`src/rtl/hffg_map.svh`:
```
// offsets, field positions, reset values and timing counts for the freeze gate
`ifndef HFFG_MAP_SVH
`define HFFG_MAP_SVH
`define HFFG_ADDR_DATA        3'h0
`define HFFG_ADDR_STREAM      3'h1
`define HFFG_ADDR_HOST_STATUS_REG       3'h2
`define HFFG_ADDR_HOST_CONTROL_REG        3'h3
`define HFFG_ADDR_IMM         3'h4
`define HFFG_SLAVE_CONTROL_REG_FREEZE_BIT 3
`define HFFG_MODE_IRQEN_BIT   4
`define HFFG_HOST_STATUS_REG_FREEZE_BIT 1
`define HFFG_SLAVE_STATUS_REG_FREEZE_BIT 5
`define HFFG_SLAVE_CONTROL_REG_RESET      8'h08
`define HFFG_REG_RESET        8'h00
`define HFFG_SLAVE_STATUS_REG_RESET      8'h20
`define HFFG_IRQ_RESP_OSC     86
`define HFFG_OSC_NS           63
`define HFFG_CLK_NS           100
`define HFFG_IRQ_RESP_CYC     ((`HFFG_IRQ_RESP_OSC * `HFFG_OSC_NS) / `HFFG_CLK_NS)
`endif

```
`src/rtl/hffg_pkg.sv`:
```
// types for the host fifo freeze gate
package hffg_pkg;
  typedef enum logic [2:0] {
    HFFG_NORMAL  = 3'b001,
    HFFG_SYNCING = 3'b010,
    HFFG_FROZEN  = 3'b100
  } hffg_state_t;
  typedef enum logic [3:0] {
    HFFG_CYC_NONE   = 4'h0,
    HFFG_CYC_HOST_STATUS_REG  = 4'h1,
    HFFG_CYC_HOST_CONTROL_REG_R = 4'h2,
    HFFG_CYC_HOST_CONTROL_REG_W = 4'h3,
    HFFG_CYC_DATA   = 4'h4,
    HFFG_CYC_STREAM = 4'h5,
    HFFG_CYC_IMM    = 4'h6,
    HFFG_CYC_DMA    = 4'h7
  } hffg_cyc_t;
endpackage : hffg_pkg

```
`src/rtl/hffg_decode.sv`:
```
// host bus cycle decoder
`timescale 1ns/10ps
`include "hffg_map.svh"
module hffg_decode (
  input  wire logic             dma_acknowledge_n_i,
  input  wire logic             cs_n_i,
  input  wire logic [2:0]       addr_i,
  input  wire logic             rd_n_i,
  input  wire logic             wr_n_i,
  output hffg_pkg::hffg_cyc_t   cyc_o,
  output logic                  is_read_o
);
  always_comb begin
    cyc_o     = hffg_pkg::HFFG_CYC_NONE;
    is_read_o = !rd_n_i && wr_n_i;
    if (rd_n_i == wr_n_i) begin
      cyc_o = hffg_pkg::HFFG_CYC_NONE;
    end else if (!dma_acknowledge_n_i) begin
      cyc_o = hffg_pkg::HFFG_CYC_DMA;
    end else if (!cs_n_i) begin
      case (addr_i)
        `HFFG_ADDR_DATA:   cyc_o = hffg_pkg::HFFG_CYC_DATA;
        `HFFG_ADDR_STREAM: cyc_o = hffg_pkg::HFFG_CYC_STREAM;
        `HFFG_ADDR_HOST_STATUS_REG:  cyc_o = rd_n_i ? hffg_pkg::HFFG_CYC_NONE : hffg_pkg::HFFG_CYC_HOST_STATUS_REG;
        `HFFG_ADDR_HOST_CONTROL_REG:   cyc_o = rd_n_i ? hffg_pkg::HFFG_CYC_HOST_CONTROL_REG_W : hffg_pkg::HFFG_CYC_HOST_CONTROL_REG_R;
        `HFFG_ADDR_IMM:    cyc_o = hffg_pkg::HFFG_CYC_IMM;
        default:           cyc_o = hffg_pkg::HFFG_CYC_NONE;
      endcase
    end
  end
endmodule : hffg_decode

```
`src/rtl/hffg_sync3.sv`:
```
// three-stage input synchroniser with agreement filter
`timescale 1ns/10ps
module hffg_sync3 #(
  parameter logic RESET_VAL = 1'b0
) (
  input  wire logic clk_i,
  input  wire logic rst_n_i,
  input  wire logic ce_i,
  input  wire logic d_i,
  output logic      q_o
);
  logic s1_reg;
  logic s2_reg;
  logic s3_reg;
  logic q_reg;
  // s1 feeds only s2; a level counts once s2 and s3 agree
  always_ff @(posedge clk_i or negedge rst_n_i) begin
    if (!rst_n_i) begin
      s1_reg <= RESET_VAL;
      s2_reg <= RESET_VAL;
      s3_reg <= RESET_VAL;
      q_reg  <= RESET_VAL;
    end else if (ce_i) begin
      s1_reg <= d_i;
      s2_reg <= s1_reg;
      s3_reg <= s2_reg;
      if (s2_reg == s3_reg) begin
        q_reg <= s3_reg;
      end
    end
  end
  assign q_o = q_reg;
endmodule : hffg_sync3

```
`src/rtl/hffg_top.sv`:
```
// freeze-mode gate between host slave bus and internal fifo logic
// Operation
// - host status read stays served while frozen
// - host control read stays served while frozen
// - host control write works normally, ignored while frozen
// - data reads and writes at address 000 blocked while frozen
// - data stream command transfers at address 001 blocked while frozen
// - immediate command transfers at address 100 blocked while frozen
// - acknowledged dma cycles blocked while frozen
// - freeze status flag reads 1 normal, 0 frozen; gates write permission
// - four fifo pointers writable by cpu only while frozen
// - channel boundary pointer writable by cpu only while frozen
// - input and output thresholds writable by cpu only while frozen
// - status writes and host control access by cpu only while frozen
// - immediate command to cpu writable only frozen; to host always
// - leaving freeze clears the host status freeze indication
// - freeze handshake by immediate commands, drain, freeze, reconfigure, release
// - cpu immediate command interrupt answered within 86 oscillator periods
// - freeze entered on freeze request bit, after host access completes
// - entering freeze raises host interrupt if mode bit 4 set
// - host status read clears interrupt and freeze indications
// - internal dma held disabled throughout freeze
`timescale 1ns/10ps
`include "hffg_map.svh"
module hffg_top #(
  parameter int RESP_CYC = `HFFG_IRQ_RESP_CYC
) (
  input  wire logic       clk_i,
  input  wire logic       rst_n_i,
  input  wire logic       ce_i,
  input  wire logic       dma_acknowledge_n_i,
  input  wire logic       cs_n_i,
  input  wire logic       host_addr_bit2_i,
  input  wire logic       host_addr_bit1_i,
  input  wire logic       host_addr_bit0_i,
  input  wire logic       rd_n_i,
  input  wire logic       wr_n_i,
  input  wire logic [7:0] host_data_i,
  input  wire logic [7:0] slave_control_wr_i,
  input  wire logic       slave_control_we_i,
  input  wire logic [7:0] mode_reg_i,
  input  wire logic       cpu_slave_status_reg_we_i,
  input  wire logic       cpu_host_status_reg_we_i,
  input  wire logic       cpu_host_control_reg_we_i,
  input  wire logic       cpu_ptr_we_i,
  input  wire logic       cpu_cbp_we_i,
  input  wire logic       cpu_thr_we_i,
  input  wire logic       cpu_immediate_command_to_cpu_we_i,
  input  wire logic       cpu_imout_we_i,
  input  wire logic [7:0] cpu_wdata_i,
  input  wire logic       cpu_imm_irq_i,
  output logic [7:0]      slave_control_reg_o,
  output logic [7:0]      host_status_reg_o,
  output logic [7:0]      slave_status_reg_o,
  output logic [7:0]      host_control_reg_o,
  output logic [7:0]      host_rdata_o,
  output logic            freeze_status_flag_o,
  output logic            host_interrupt_request_o,
  output logic            host_rd_grant_o,
  output logic            host_wr_grant_o,
  output logic            fifo_access_o,
  output logic            stream_access_o,
  output logic            imm_access_o,
  output logic            dma_access_o,
  output logic            internal_dma_enable_o,
  output logic            ptr_we_o,
  output logic            cbp_we_o,
  output logic            thr_we_o,
  output logic            immediate_command_to_cpu_we_o,
  output logic            imout_we_o,
  output logic            cpu_host_control_reg_rd_en_o,
  output logic            cpu_irq_take_o
);
  logic                dma_acknowledge_n_s;
  logic                cs_s;
  logic                a2_s;
  logic                a1_s;
  logic                a0_s;
  logic                rd_s;
  logic                wr_s;
  hffg_pkg::hffg_cyc_t cyc;
  logic                is_read;
  logic                strobe_busy;
  logic                host_status_reg_rd_prev_reg;
  logic                host_status_reg_rd_start;
  hffg_pkg::hffg_state_t state_reg;
  hffg_pkg::hffg_state_t state_next;
  logic                frozen;
  logic                allow;
  logic [7:0]          slave_control_reg_reg;
  logic [7:0]          host_status_reg_reg;
  logic [7:0]          slave_status_reg_reg;
  logic [7:0]          host_control_reg_reg;
  logic [7:0]          rdata_reg;
  logic [7:0]          hdata1_reg;
  logic [7:0]          hdata2_reg;
  logic [7:0]          hdata3_reg;
  logic                irq_reg;
  logic [15:0]         resp_cnt_reg;
  logic                resp_busy_reg;
  logic                take_reg;

  // host pins come from another clock; three stages each, strobes and selects reset idle-high, address bits low
  hffg_sync3 #(.RESET_VAL(1'b1)) u_s_dma_acknowledge_n (
    .clk_i  (clk_i),
    .rst_n_i(rst_n_i),
    .ce_i   (ce_i),
    .d_i    (dma_acknowledge_n_i),
    .q_o    (dma_acknowledge_n_s)
  );
  hffg_sync3 #(.RESET_VAL(1'b1)) u_s_cs (
    .clk_i  (clk_i),
    .rst_n_i(rst_n_i),
    .ce_i   (ce_i),
    .d_i    (cs_n_i),
    .q_o    (cs_s)
  );
  hffg_sync3 #(.RESET_VAL(1'b0)) u_s_a2 (
    .clk_i  (clk_i),
    .rst_n_i(rst_n_i),
    .ce_i   (ce_i),
    .d_i    (host_addr_bit2_i),
    .q_o    (a2_s)
  );
  hffg_sync3 #(.RESET_VAL(1'b0)) u_s_a1 (
    .clk_i  (clk_i),
    .rst_n_i(rst_n_i),
    .ce_i   (ce_i),
    .d_i    (host_addr_bit1_i),
    .q_o    (a1_s)
  );
  hffg_sync3 #(.RESET_VAL(1'b0)) u_s_a0 (
    .clk_i  (clk_i),
    .rst_n_i(rst_n_i),
    .ce_i   (ce_i),
    .d_i    (host_addr_bit0_i),
    .q_o    (a0_s)
  );
  hffg_sync3 #(.RESET_VAL(1'b1)) u_s_rd (
    .clk_i  (clk_i),
    .rst_n_i(rst_n_i),
    .ce_i   (ce_i),
    .d_i    (rd_n_i),
    .q_o    (rd_s)
  );
  hffg_sync3 #(.RESET_VAL(1'b1)) u_s_wr (
    .clk_i  (clk_i),
    .rst_n_i(rst_n_i),
    .ce_i   (ce_i),
    .d_i    (wr_n_i),
    .q_o    (wr_s)
  );

  // host data lags three edges so it lines up with the synchronised write strobe;
  // the pins may already change while the late strobe still decodes as a write
  always_ff @(posedge clk_i or negedge rst_n_i) begin
    if (!rst_n_i) begin
      hdata1_reg <= `HFFG_REG_RESET;
      hdata2_reg <= `HFFG_REG_RESET;
      hdata3_reg <= `HFFG_REG_RESET;
    end else if (ce_i) begin
      hdata1_reg <= host_data_i;
      hdata2_reg <= hdata1_reg;
      hdata3_reg <= hdata2_reg;
    end
  end

  hffg_decode u_dec (
    .dma_acknowledge_n_i(dma_acknowledge_n_s),
    .cs_n_i             (cs_s),
    .addr_i             ({a2_s, a1_s, a0_s}),
    .rd_n_i             (rd_s),
    .wr_n_i             (wr_s),
    .cyc_o              (cyc),
    .is_read_o          (is_read)
  );

  assign strobe_busy = !(rd_s && wr_s);
  assign frozen      = (state_reg == hffg_pkg::HFFG_FROZEN);

  // freeze request bit active low; entry waits for the host strobe to finish so
  // a cycle already granted is never cut short
  always_comb begin
    state_next = state_reg;
    case (state_reg)
      hffg_pkg::HFFG_NORMAL: begin
        if (!slave_control_reg_reg[`HFFG_SLAVE_CONTROL_REG_FREEZE_BIT]) begin
          state_next = hffg_pkg::HFFG_SYNCING;
        end
      end
      hffg_pkg::HFFG_SYNCING: begin
        if (slave_control_reg_reg[`HFFG_SLAVE_CONTROL_REG_FREEZE_BIT]) begin
          state_next = hffg_pkg::HFFG_NORMAL;
        end else if (!strobe_busy) begin
          state_next = hffg_pkg::HFFG_FROZEN;
        end
      end
      hffg_pkg::HFFG_FROZEN: begin
        if (slave_control_reg_reg[`HFFG_SLAVE_CONTROL_REG_FREEZE_BIT]) begin
          state_next = hffg_pkg::HFFG_NORMAL;
        end
      end
      default: state_next = hffg_pkg::HFFG_NORMAL;
    endcase
  end

  always_ff @(posedge clk_i or negedge rst_n_i) begin
    if (!rst_n_i) begin
      state_reg <= hffg_pkg::HFFG_NORMAL;
    end else if (ce_i) begin
      state_reg <= state_next;
    end
  end

  always_ff @(posedge clk_i or negedge rst_n_i) begin
    if (!rst_n_i) begin
      slave_control_reg_reg <= `HFFG_SLAVE_CONTROL_REG_RESET;
    end else if (ce_i && slave_control_we_i) begin
      slave_control_reg_reg <= slave_control_wr_i;
    end
  end

  // which host cycles still pass while frozen
  always_comb begin
    case (cyc)
      hffg_pkg::HFFG_CYC_HOST_STATUS_REG:  allow = 1'b1;
      hffg_pkg::HFFG_CYC_HOST_CONTROL_REG_R: allow = 1'b1;
      hffg_pkg::HFFG_CYC_HOST_CONTROL_REG_W: allow = !frozen;
      hffg_pkg::HFFG_CYC_DATA:   allow = !frozen;
      hffg_pkg::HFFG_CYC_STREAM: allow = !frozen;
      hffg_pkg::HFFG_CYC_IMM:    allow = !frozen;
      hffg_pkg::HFFG_CYC_DMA:    allow = !frozen;
      default:                   allow = 1'b0;
    endcase
  end

  assign host_rd_grant_o = allow && is_read;
  assign host_wr_grant_o = allow && !is_read;
  assign fifo_access_o   = allow && (cyc == hffg_pkg::HFFG_CYC_DATA);
  assign stream_access_o = allow && (cyc == hffg_pkg::HFFG_CYC_STREAM);
  assign imm_access_o    = allow && (cyc == hffg_pkg::HFFG_CYC_IMM);
  assign dma_access_o    = allow && (cyc == hffg_pkg::HFFG_CYC_DMA);

  // one pulse per host status read, so a long strobe clears only once
  assign host_status_reg_rd_start = (cyc == hffg_pkg::HFFG_CYC_HOST_STATUS_REG) && !host_status_reg_rd_prev_reg;
  always_ff @(posedge clk_i or negedge rst_n_i) begin
    if (!rst_n_i) begin
      host_status_reg_rd_prev_reg <= 1'b0;
    end else if (ce_i) begin
      host_status_reg_rd_prev_reg <= (cyc == hffg_pkg::HFFG_CYC_HOST_STATUS_REG);
    end
  end

  // freeze entry sets the indications; set wins over a same-cycle clear
  always_ff @(posedge clk_i or negedge rst_n_i) begin
    if (!rst_n_i) begin
      host_status_reg_reg <= `HFFG_REG_RESET;
    end else if (ce_i) begin
      if (state_next == hffg_pkg::HFFG_FROZEN && !frozen) begin
        host_status_reg_reg[`HFFG_HOST_STATUS_REG_FREEZE_BIT] <= 1'b1;
      end else if (frozen && state_next == hffg_pkg::HFFG_NORMAL) begin
        host_status_reg_reg[`HFFG_HOST_STATUS_REG_FREEZE_BIT] <= 1'b0;
      end else if (frozen && cpu_host_status_reg_we_i) begin
        host_status_reg_reg <= cpu_wdata_i;
      end else if (host_status_reg_rd_start) begin
        host_status_reg_reg[`HFFG_HOST_STATUS_REG_FREEZE_BIT] <= 1'b0;
      end
    end
  end

  // slave_status_reg freeze bit: 1 normal, 0 frozen
  always_ff @(posedge clk_i or negedge rst_n_i) begin
    if (!rst_n_i) begin
      slave_status_reg_reg <= `HFFG_SLAVE_STATUS_REG_RESET;
    end else if (ce_i) begin
      if (frozen && cpu_slave_status_reg_we_i) begin
        slave_status_reg_reg <= cpu_wdata_i;
      end else begin
        slave_status_reg_reg[`HFFG_SLAVE_STATUS_REG_FREEZE_BIT] <= !(state_next == hffg_pkg::HFFG_FROZEN);
      end
    end
  end

  always_ff @(posedge clk_i or negedge rst_n_i) begin
    if (!rst_n_i) begin
      host_control_reg_reg <= `HFFG_REG_RESET;
    end else if (ce_i) begin
      if (frozen && cpu_host_control_reg_we_i) begin
        host_control_reg_reg <= cpu_wdata_i;
      end else if (cyc == hffg_pkg::HFFG_CYC_HOST_CONTROL_REG_W && allow) begin
        host_control_reg_reg <= hdata3_reg;
      end
    end
  end

  always_ff @(posedge clk_i or negedge rst_n_i) begin
    if (!rst_n_i) begin
      irq_reg <= 1'b0;
    end else if (ce_i) begin
      if (state_next == hffg_pkg::HFFG_FROZEN && !frozen && mode_reg_i[`HFFG_MODE_IRQEN_BIT]) begin
        irq_reg <= 1'b1;
      end else if (host_status_reg_rd_start) begin
        irq_reg <= 1'b0;
      end
    end
  end

  always_ff @(posedge clk_i or negedge rst_n_i) begin
    if (!rst_n_i) begin
      rdata_reg <= `HFFG_REG_RESET;
    end else if (ce_i) begin
      if (host_status_reg_rd_start) begin
        rdata_reg <= host_status_reg_reg;
      end else if (cyc == hffg_pkg::HFFG_CYC_HOST_CONTROL_REG_R) begin
        rdata_reg <= host_control_reg_reg;
      end
    end
  end

  // immediate command response budget; timer stands in for cpu latency
  always_ff @(posedge clk_i or negedge rst_n_i) begin
    if (!rst_n_i) begin
      resp_cnt_reg  <= 16'h0000;
      resp_busy_reg <= 1'b0;
      take_reg      <= 1'b0;
    end else if (ce_i) begin
      take_reg <= 1'b0;
      if (resp_busy_reg) begin
        if (resp_cnt_reg >= 16'(RESP_CYC - 1)) begin
          take_reg      <= 1'b1;
          resp_busy_reg <= 1'b0;
        end else begin
          resp_cnt_reg <= resp_cnt_reg + 16'h0001;
        end
      end else if (cpu_imm_irq_i) begin
        resp_busy_reg <= 1'b1;
        resp_cnt_reg  <= 16'h0000;
      end
    end
  end

  assign freeze_status_flag_o     = slave_status_reg_reg[`HFFG_SLAVE_STATUS_REG_FREEZE_BIT];
  assign internal_dma_enable_o    = !frozen;
  assign ptr_we_o                 = frozen && cpu_ptr_we_i;
  assign cbp_we_o                 = frozen && cpu_cbp_we_i;
  assign thr_we_o                 = frozen && cpu_thr_we_i;
  assign immediate_command_to_cpu_we_o                = frozen && cpu_immediate_command_to_cpu_we_i;
  assign imout_we_o               = cpu_imout_we_i;
  assign cpu_host_control_reg_rd_en_o         = frozen;
  assign slave_control_reg_o      = slave_control_reg_reg;
  assign host_status_reg_o        = host_status_reg_reg;
  assign slave_status_reg_o       = slave_status_reg_reg;
  assign host_control_reg_o       = host_control_reg_reg;
  assign host_rdata_o             = rdata_reg;
  assign host_interrupt_request_o = irq_reg;
  assign cpu_irq_take_o           = take_reg;
endmodule : hffg_top

```
`config.mk`:
```
export PLATFORM = sky130hd
export DESIGN_NAME = hffg_top
export DESIGN_NICKNAME = d
export VERILOG_FILES = /design/src/rtl/hffg_pkg.sv /design/src/rtl/hffg_decode.sv /design/src/rtl/hffg_sync3.sv /design/src/rtl/hffg_top.sv
export VERILOG_INCLUDE_DIRS = /design/src /design/src/rtl
export SDC_FILE = /design/constraint.sdc
export NUM_CORES = 1
export LEC_CHECK = 0
export ABC_AREA = 1
export BUFFER_PORTS_ARGS = -buffer_cell sky130_fd_sc_hd__buf_2
export CAP_MARGIN = 10
export CORE_ASPECT_RATIO = 0.8
export CORE_MARGIN = 2
export CORE_UTILIZATION = 41
export CTS_CLUSTER_DIAMETER = 30
export DETAILED_ROUTE_END_ITERATION = 8
export PLACE_DENSITY = 0.73
export SLEW_MARGIN = 20
export SYNTH_ARGS = -nofsm -noshare
export SYNTH_HDL_FRONTEND = slang
export SYNTH_SLANG_ARGS = --single-unit
```
`constraint.sdc`:
```
create_clock -name clk_i -period 2.27 [get_ports clk_i]
set_clock_uncertainty 0.2 [all_clocks]
set_input_delay 0.3405 -clock clk_i [delete_from_list [all_inputs] [get_ports clk_i]]
set_output_delay 0.3405 -clock clk_i [all_outputs]
set_load 0.005 [all_outputs]
```
* Word-level counts from Yosys, hierarchy flattened
Cells that the tools add are included.
** Cells by class
- Add/sub/neg operators :: 1
- Order comparisons :: 1
- Eq/ne operators :: 25
- Muxes and demuxes :: 30
- Bitwise operators :: 2
- Reductions and logical operators :: 48
** Operators with widths (number)
- two-way mux 16 bit :: 3
- two-way mux 8 bit :: 4
- AND reduction 2 bit :: 12
- logical AND 1 bit :: 21
- case mux 4 bit (5 select lines) :: 1
- adder 16 x 1 -> 16 bit, second input constant :: 1
- == test 4 x 3 -> 1 bit, second input constant :: 4
- >= comparator 16 x 6 -> 1 bit, second input constant :: 1
- two-way mux 1 bit :: 13
- two-way mux 3 bit :: 4
- two-way mux 4 bit :: 3
- == test 3 x 1 -> 1 bit, second input constant :: 3
- == test 3 x 2 -> 1 bit, second input constant :: 3
- == test 3 bit, second input constant :: 3
- case mux 3 bit (3 select lines) :: 1
- == test 1 bit :: 8
- == test 4 x 2 -> 1 bit, second input constant :: 2
- nonzero test 2 bit :: 4
- logical NOT 1 bit :: 5
- OR reduction 5 bit :: 1
- == test 4 x 1 -> 1 bit, second input constant :: 1
- AND reduction 4 bit :: 1
- nonzero test 4 bit :: 1
- logical NOT 3 bit :: 1
- other kinds (5) :: 6
** Word-level totals
- Register bits :: 115
- Input port bits :: 52
- Output and inout bits :: 56
- Logic and storage cells :: 151

* Logic depth before layout (Yosys ltp)
- Depth after elaboration :: 11
- Gate-level depth with buffers :: 11
- Mapped depth without buffers :: 11

* By module
A second synthesis with hierarchy kept.
** Unflattened totals
- Cell total of the unflattened synthesis :: 616
- Area total of the unflattened synthesis :: 5250.0 µm²
** Modules (own cells, without submodules)
- hffg_top :: times used 1, cells each 453, area an instance 3976.3 µm², sequential area each 2180.8 µm²
- hffg_sync3 (u_s_cs ...) :: times used 4, cells each 20, area an instance 168.9 µm², sequential area each 105.1 µm²
- hffg_sync3 (u_s_a0 ...) :: times used 3, cells each 20, area an instance 163.9 µm², sequential area each 100.1 µm²
- hffg_decode :: times used 1, cells each 23, area an instance 106.4 µm², sequential area each 0.0 µm²

* Least setup slack after synthesis
Ideal clock, no wire load.
- Kind :: register to output
- Start point :: register u_s_rd.q_reg, in the netlist u_s_rd.q_o
- End point :: output port host_rd_grant_o
- Arrival time :: 1.701 ns
- Required time :: 1.730 ns
- Setup slack :: 0.029 ns
- Cell stages (with the launch flop) :: 9
- Buffers on the path :: 1
- Cells stage by stage :: dfstp_2 -> inv_2 -> ha_1 -> inv_1 -> nand2_2 -> buf_4 -> a21oi_1 -> nor2_1 -> nor2_1
** On the way
- Longest elaborated chain between the ends :: 9
- Elaborated cells on any way between the ends :: 20
- Classes of those cells :: eq/ne (8); mux (7); reduce/logical (5)
** Ends and longest elaborated chain
- start: declaration :: line hffg_sync3.sv:15 : logic q_reg;
- start signal: assignment :: line hffg_sync3.sv:28 : q_reg <= s3_reg;
- two-way mux 1 bit, on equally long branches :: line hffg_decode.sv:25, hffg_decode.sv:24
- case mux 4 bit (5 select lines) :: line hffg_decode.sv:21 : case (addr_i)
- two-way mux 4 bit :: line hffg_decode.sv:20 : end else if (!cs_n_i) begin
- two-way mux 4 bit :: line hffg_decode.sv:18 : end else if (!dma_acknowledge_n_i) begin
- two-way mux 4 bit :: line hffg_decode.sv:16 : if (rd_n_i == wr_n_i) begin
- == test 4 x 3 -> 1 bit (tied with other cells) :: line hffg_top.sv:225 : case (cyc)
- OR reduction 5 bit (no line) / OR reduction 2 bit (equally long branches)
- case mux 1 bit (2 select lines) :: line hffg_top.sv:225
- logical AND 1 bit (*) :: line hffg_top.sv:237 : assign host_rd_grant_o = allow && is_read;
- end: declaration :: line hffg_top.sv:59 : output logic host_rd_grant_o,
Every way passes the cells marked *; elsewhere a longest branch is shown, timed or not.

* Final worst setup path
Ends and elaborated chain as after synthesis.

==> reports/qor.txt <==
Status -> finished with violations
Failing checks -> negative setup slack
Mapped Area -> 0.00519 mm²
Initial antenna violation count -> 0
Residual DRC -> 0
Vias in the first global route -> 4299
Final cell count without fillers -> 918
Routed Antenna Nets -> 0
I/O pins -> 108
Worst EP required -> 1730 ps
H-tree lvl count -> 4
Worst setup margin -> -272 ps
Combinational Power Share -> 25.2%
HPWL Detailed -> 8460 µm
Final Hold Vio Count -> 0
Max VDD drop -> 0.000768 V
Clock Power Share -> 35.4%
Cell count after synthesis -> 594
Die Area -> 0.0136 mm²
Hold Worst Slack -> 39.8 ps
CTS tree -> built
TritonRoute pass-1 iters -> 5
Detailed Route Iter0 Violations -> 293
Yosys warns -> 0
Routed via count -> 4434
Core Area -> 0.0123 mm²
FP Rows -> 36
Die W -> 130 µm
Dpl cells -> 855
Clock Pin Slew Worst Setup and Hold Paths -> 60 ps
Period utilisation layout -> 112%
Pwr dens -> 1020 mW/mm²
Crit Path Category -> register to primary output
Syn nets -> 651
Pin count of the biggest net entering global routing -> 68
Layout cells sized above 1 -> 28.4%
Worst-path fanout max -> 3
GRT Total Usage -> 19.4%
Root Driver -> clkbuf_16
Pre-CTS setup slack -> 5.91 ps
I/O Buffers -> 98
Area Growth Syn to Fin -> 33.3%
Seq cells post-synth -> 115
Static leakage -> 3.59 nW
Remaining Overflow, GRT -> 0
Clock latency on the worst-skew pair -> 410 ps
Final wirelength -> 12400 µm
Final setup fails -> 6
Internal -> 4.82 mW
Max-slew violations -> 0
Part of the power in registers -> 39.4%
Post-synthesis sequential area ratio -> 55.9%
Max reg flops -> 16
Max transition margin -> 67.7%
Crit start category -> register
Hold WC Path Type -> input port to register
RSZ-0062 raised after global routing -> yes
Slew @ Worst Pin -> 483 ps
Min cycle time layout -> 2540 ps
Clock buffer depth -> 2
Starting Density -> 42.3%
Clock sinks -> 115
Psw -> 2.24 mW
Nets -> 791
Distinct cells, synth -> 36
Sw Ratio -> 31.7%
Crit path arrival time -> 2000 ps
Avg WL per Cell -> 13.6 µm
Antenna Cells -> 0
Vias per inst -> 4.83
Max Cap Viol -> 0
GP Congestion -> 0.840
Fmax -> 393 MHz
Crit path capture type -> primary output
CTS Buf Count -> 17
First-pass GRT wire length -> 20700 µm
Synthesized area per cell -> 8.73 µm²
Die height -> 105 µm
Post-layout util -> 56.4%
-- area by class of cell --
class / instances / area, µm²
clock inverter: 12 / 119
sequential: 115 / 2900
timing repair buffer: 143 / 921
multi-input combinational: 400 / 2100
tap: 171 / 214
inverter: 57 / 223
clock buffer: 20 / 437
fill: 1097 / 5340
-- critical path, cell delays in order (launching register included) --
cell	delay, ps
dfstp_2	530
inv_2	50
ha_4	300
inv_6	50
buf_6	120
nand2_8	80
nor2_8	30
nand2_2	70
nand2_2	60
nor2_4	120
nor2_1	50
buf_2	120
-- power groups by stage --
stage          Clock [mW]  Sequential (mW)  Combinational, mW
2_1_floorplan           0             2.75              0.886
3_3_place_gp            0             2.76               1.44
3_5_place_dp            0             2.79               1.49
4_1_cts              2.55             2.77               1.65
5_1_grt              2.64             2.83               1.99
6_report             2.50             2.79               1.78
-- path summary, 6_finish.rpt --
| kind | startpoint | endpoint | slack, ps | cells after the start |
|---|---|---|---|---|
| worst min-delay path | cpu_wdata_i[6] | host_status_reg_o[6]$_DFFE_PN0P_ | 40 | 3 |
| min in group asynchronous | rst_n_i | cpu_irq_take_o$_DFFE_PN0P_ | 220 | 2 |
| worst max register to register | u_s_rd.q_o$_DFFE_PN1P_ | host_control_reg_o[4]$_DFFE_PN0P_ | 50 | 10 |
| max in group asynchronous | rst_n_i | u_s_wr.q_o$_DFFE_PN1P_ | 930 | 3 |
| worst min register to register | u_s_cs.s3_reg$_DFFE_PN1P_ | u_s_cs.s3_reg$_DFFE_PN1P_ | 260 | 2 |
| worst max-delay path | u_s_rd.q_o$_DFFE_PN1P_ | host_rd_grant_o | -270 | 11 |
-- stage by stage --
step	total power, mW	TNS [ps]	instance area (µm²)
floorplan	3.63	0	5190
global placement	4.20	0	5900
detailed placement	4.29	0	5900
CTS	6.97	-1420	6810
global route	7.47	-2310	6910
finish	7.07	-1280	6910
-- kinds of logic (layout without fill, tap and decap cells) --
family / after synthesis / in the layout / share of synthesized area, %
xor gates and xnor gates: 3 / 3 / 0.507
AOI/OAI and AO/OA: 74 / 74 / 7.67
DFF: 115 / 115 / 55.9
adders and majority gates: 5 / 5 / 1.21
and+or+nand+nor: 311 / 311 / 26.9
buffers and inverters: 79 / 232 / 6.27
muxes: 7 / 7 / 1.52
-- cells in the mapped netlist (all sizes together) --
master | instances | area (µm²)
nand2 | 213 | 835
nor2 | 41 | 173
ha | 5 | 62.6
o22ai | 2 | 12.5
dfrtp | 96 | 2400
o21bai | 1 | 7.51
xor2 | 2 | 17.5
xnor2 | 1 | 8.76
dfstp | 19 | 499
o211ai | 3 | 22.5
clkbuf | 14 | 63.8
clkinv | 1 | 3.75
a21oi | 5 | 28.8
buf | 8 | 47.5
nand3 | 33 | 195
mux2 | 7 | 78.8
inv | 56 | 210
nor3 | 3 | 37.5
o21ai | 63 | 327
nor3b | 1 | 7.51
nand4 | 20 | 146
-- metal layers --
metal / global-route usage [%] / wire length [µm] / share of wire (%)
met1: 25.2 / 5540 / 45
met2: 30.5 / 6030 / 48
met3: 5.12 / 552 / 4.4
met4: 8.14 / 315 / 2.5
met5: 0 / 0 / 0
-- repair_timing --
action	in CTS	in global routing
hold buffers	25	0
setup endpoints to repair	10	28
pin swaps	12	14
buffers inserted	5	3
gates cloned	0	0
hold endpoints to repair	52	0
resized for setup	16	20
-- cell usage in the layout (no fill, tap or decap), types with 18 or more instances in the layout --
master,netlist,routed
nand4_1,18,18
nand3_1,30,29
inv_1,52,51
o21ai_0,62,62
nand2_1,205,198
nor2_1,39,36
dlygate4sd3_1,0,25
buf_2,5,97
dfstp_2,19,19
dfrtp_1,96,95
No activity file was read; power rests on OpenSTA's default activity.
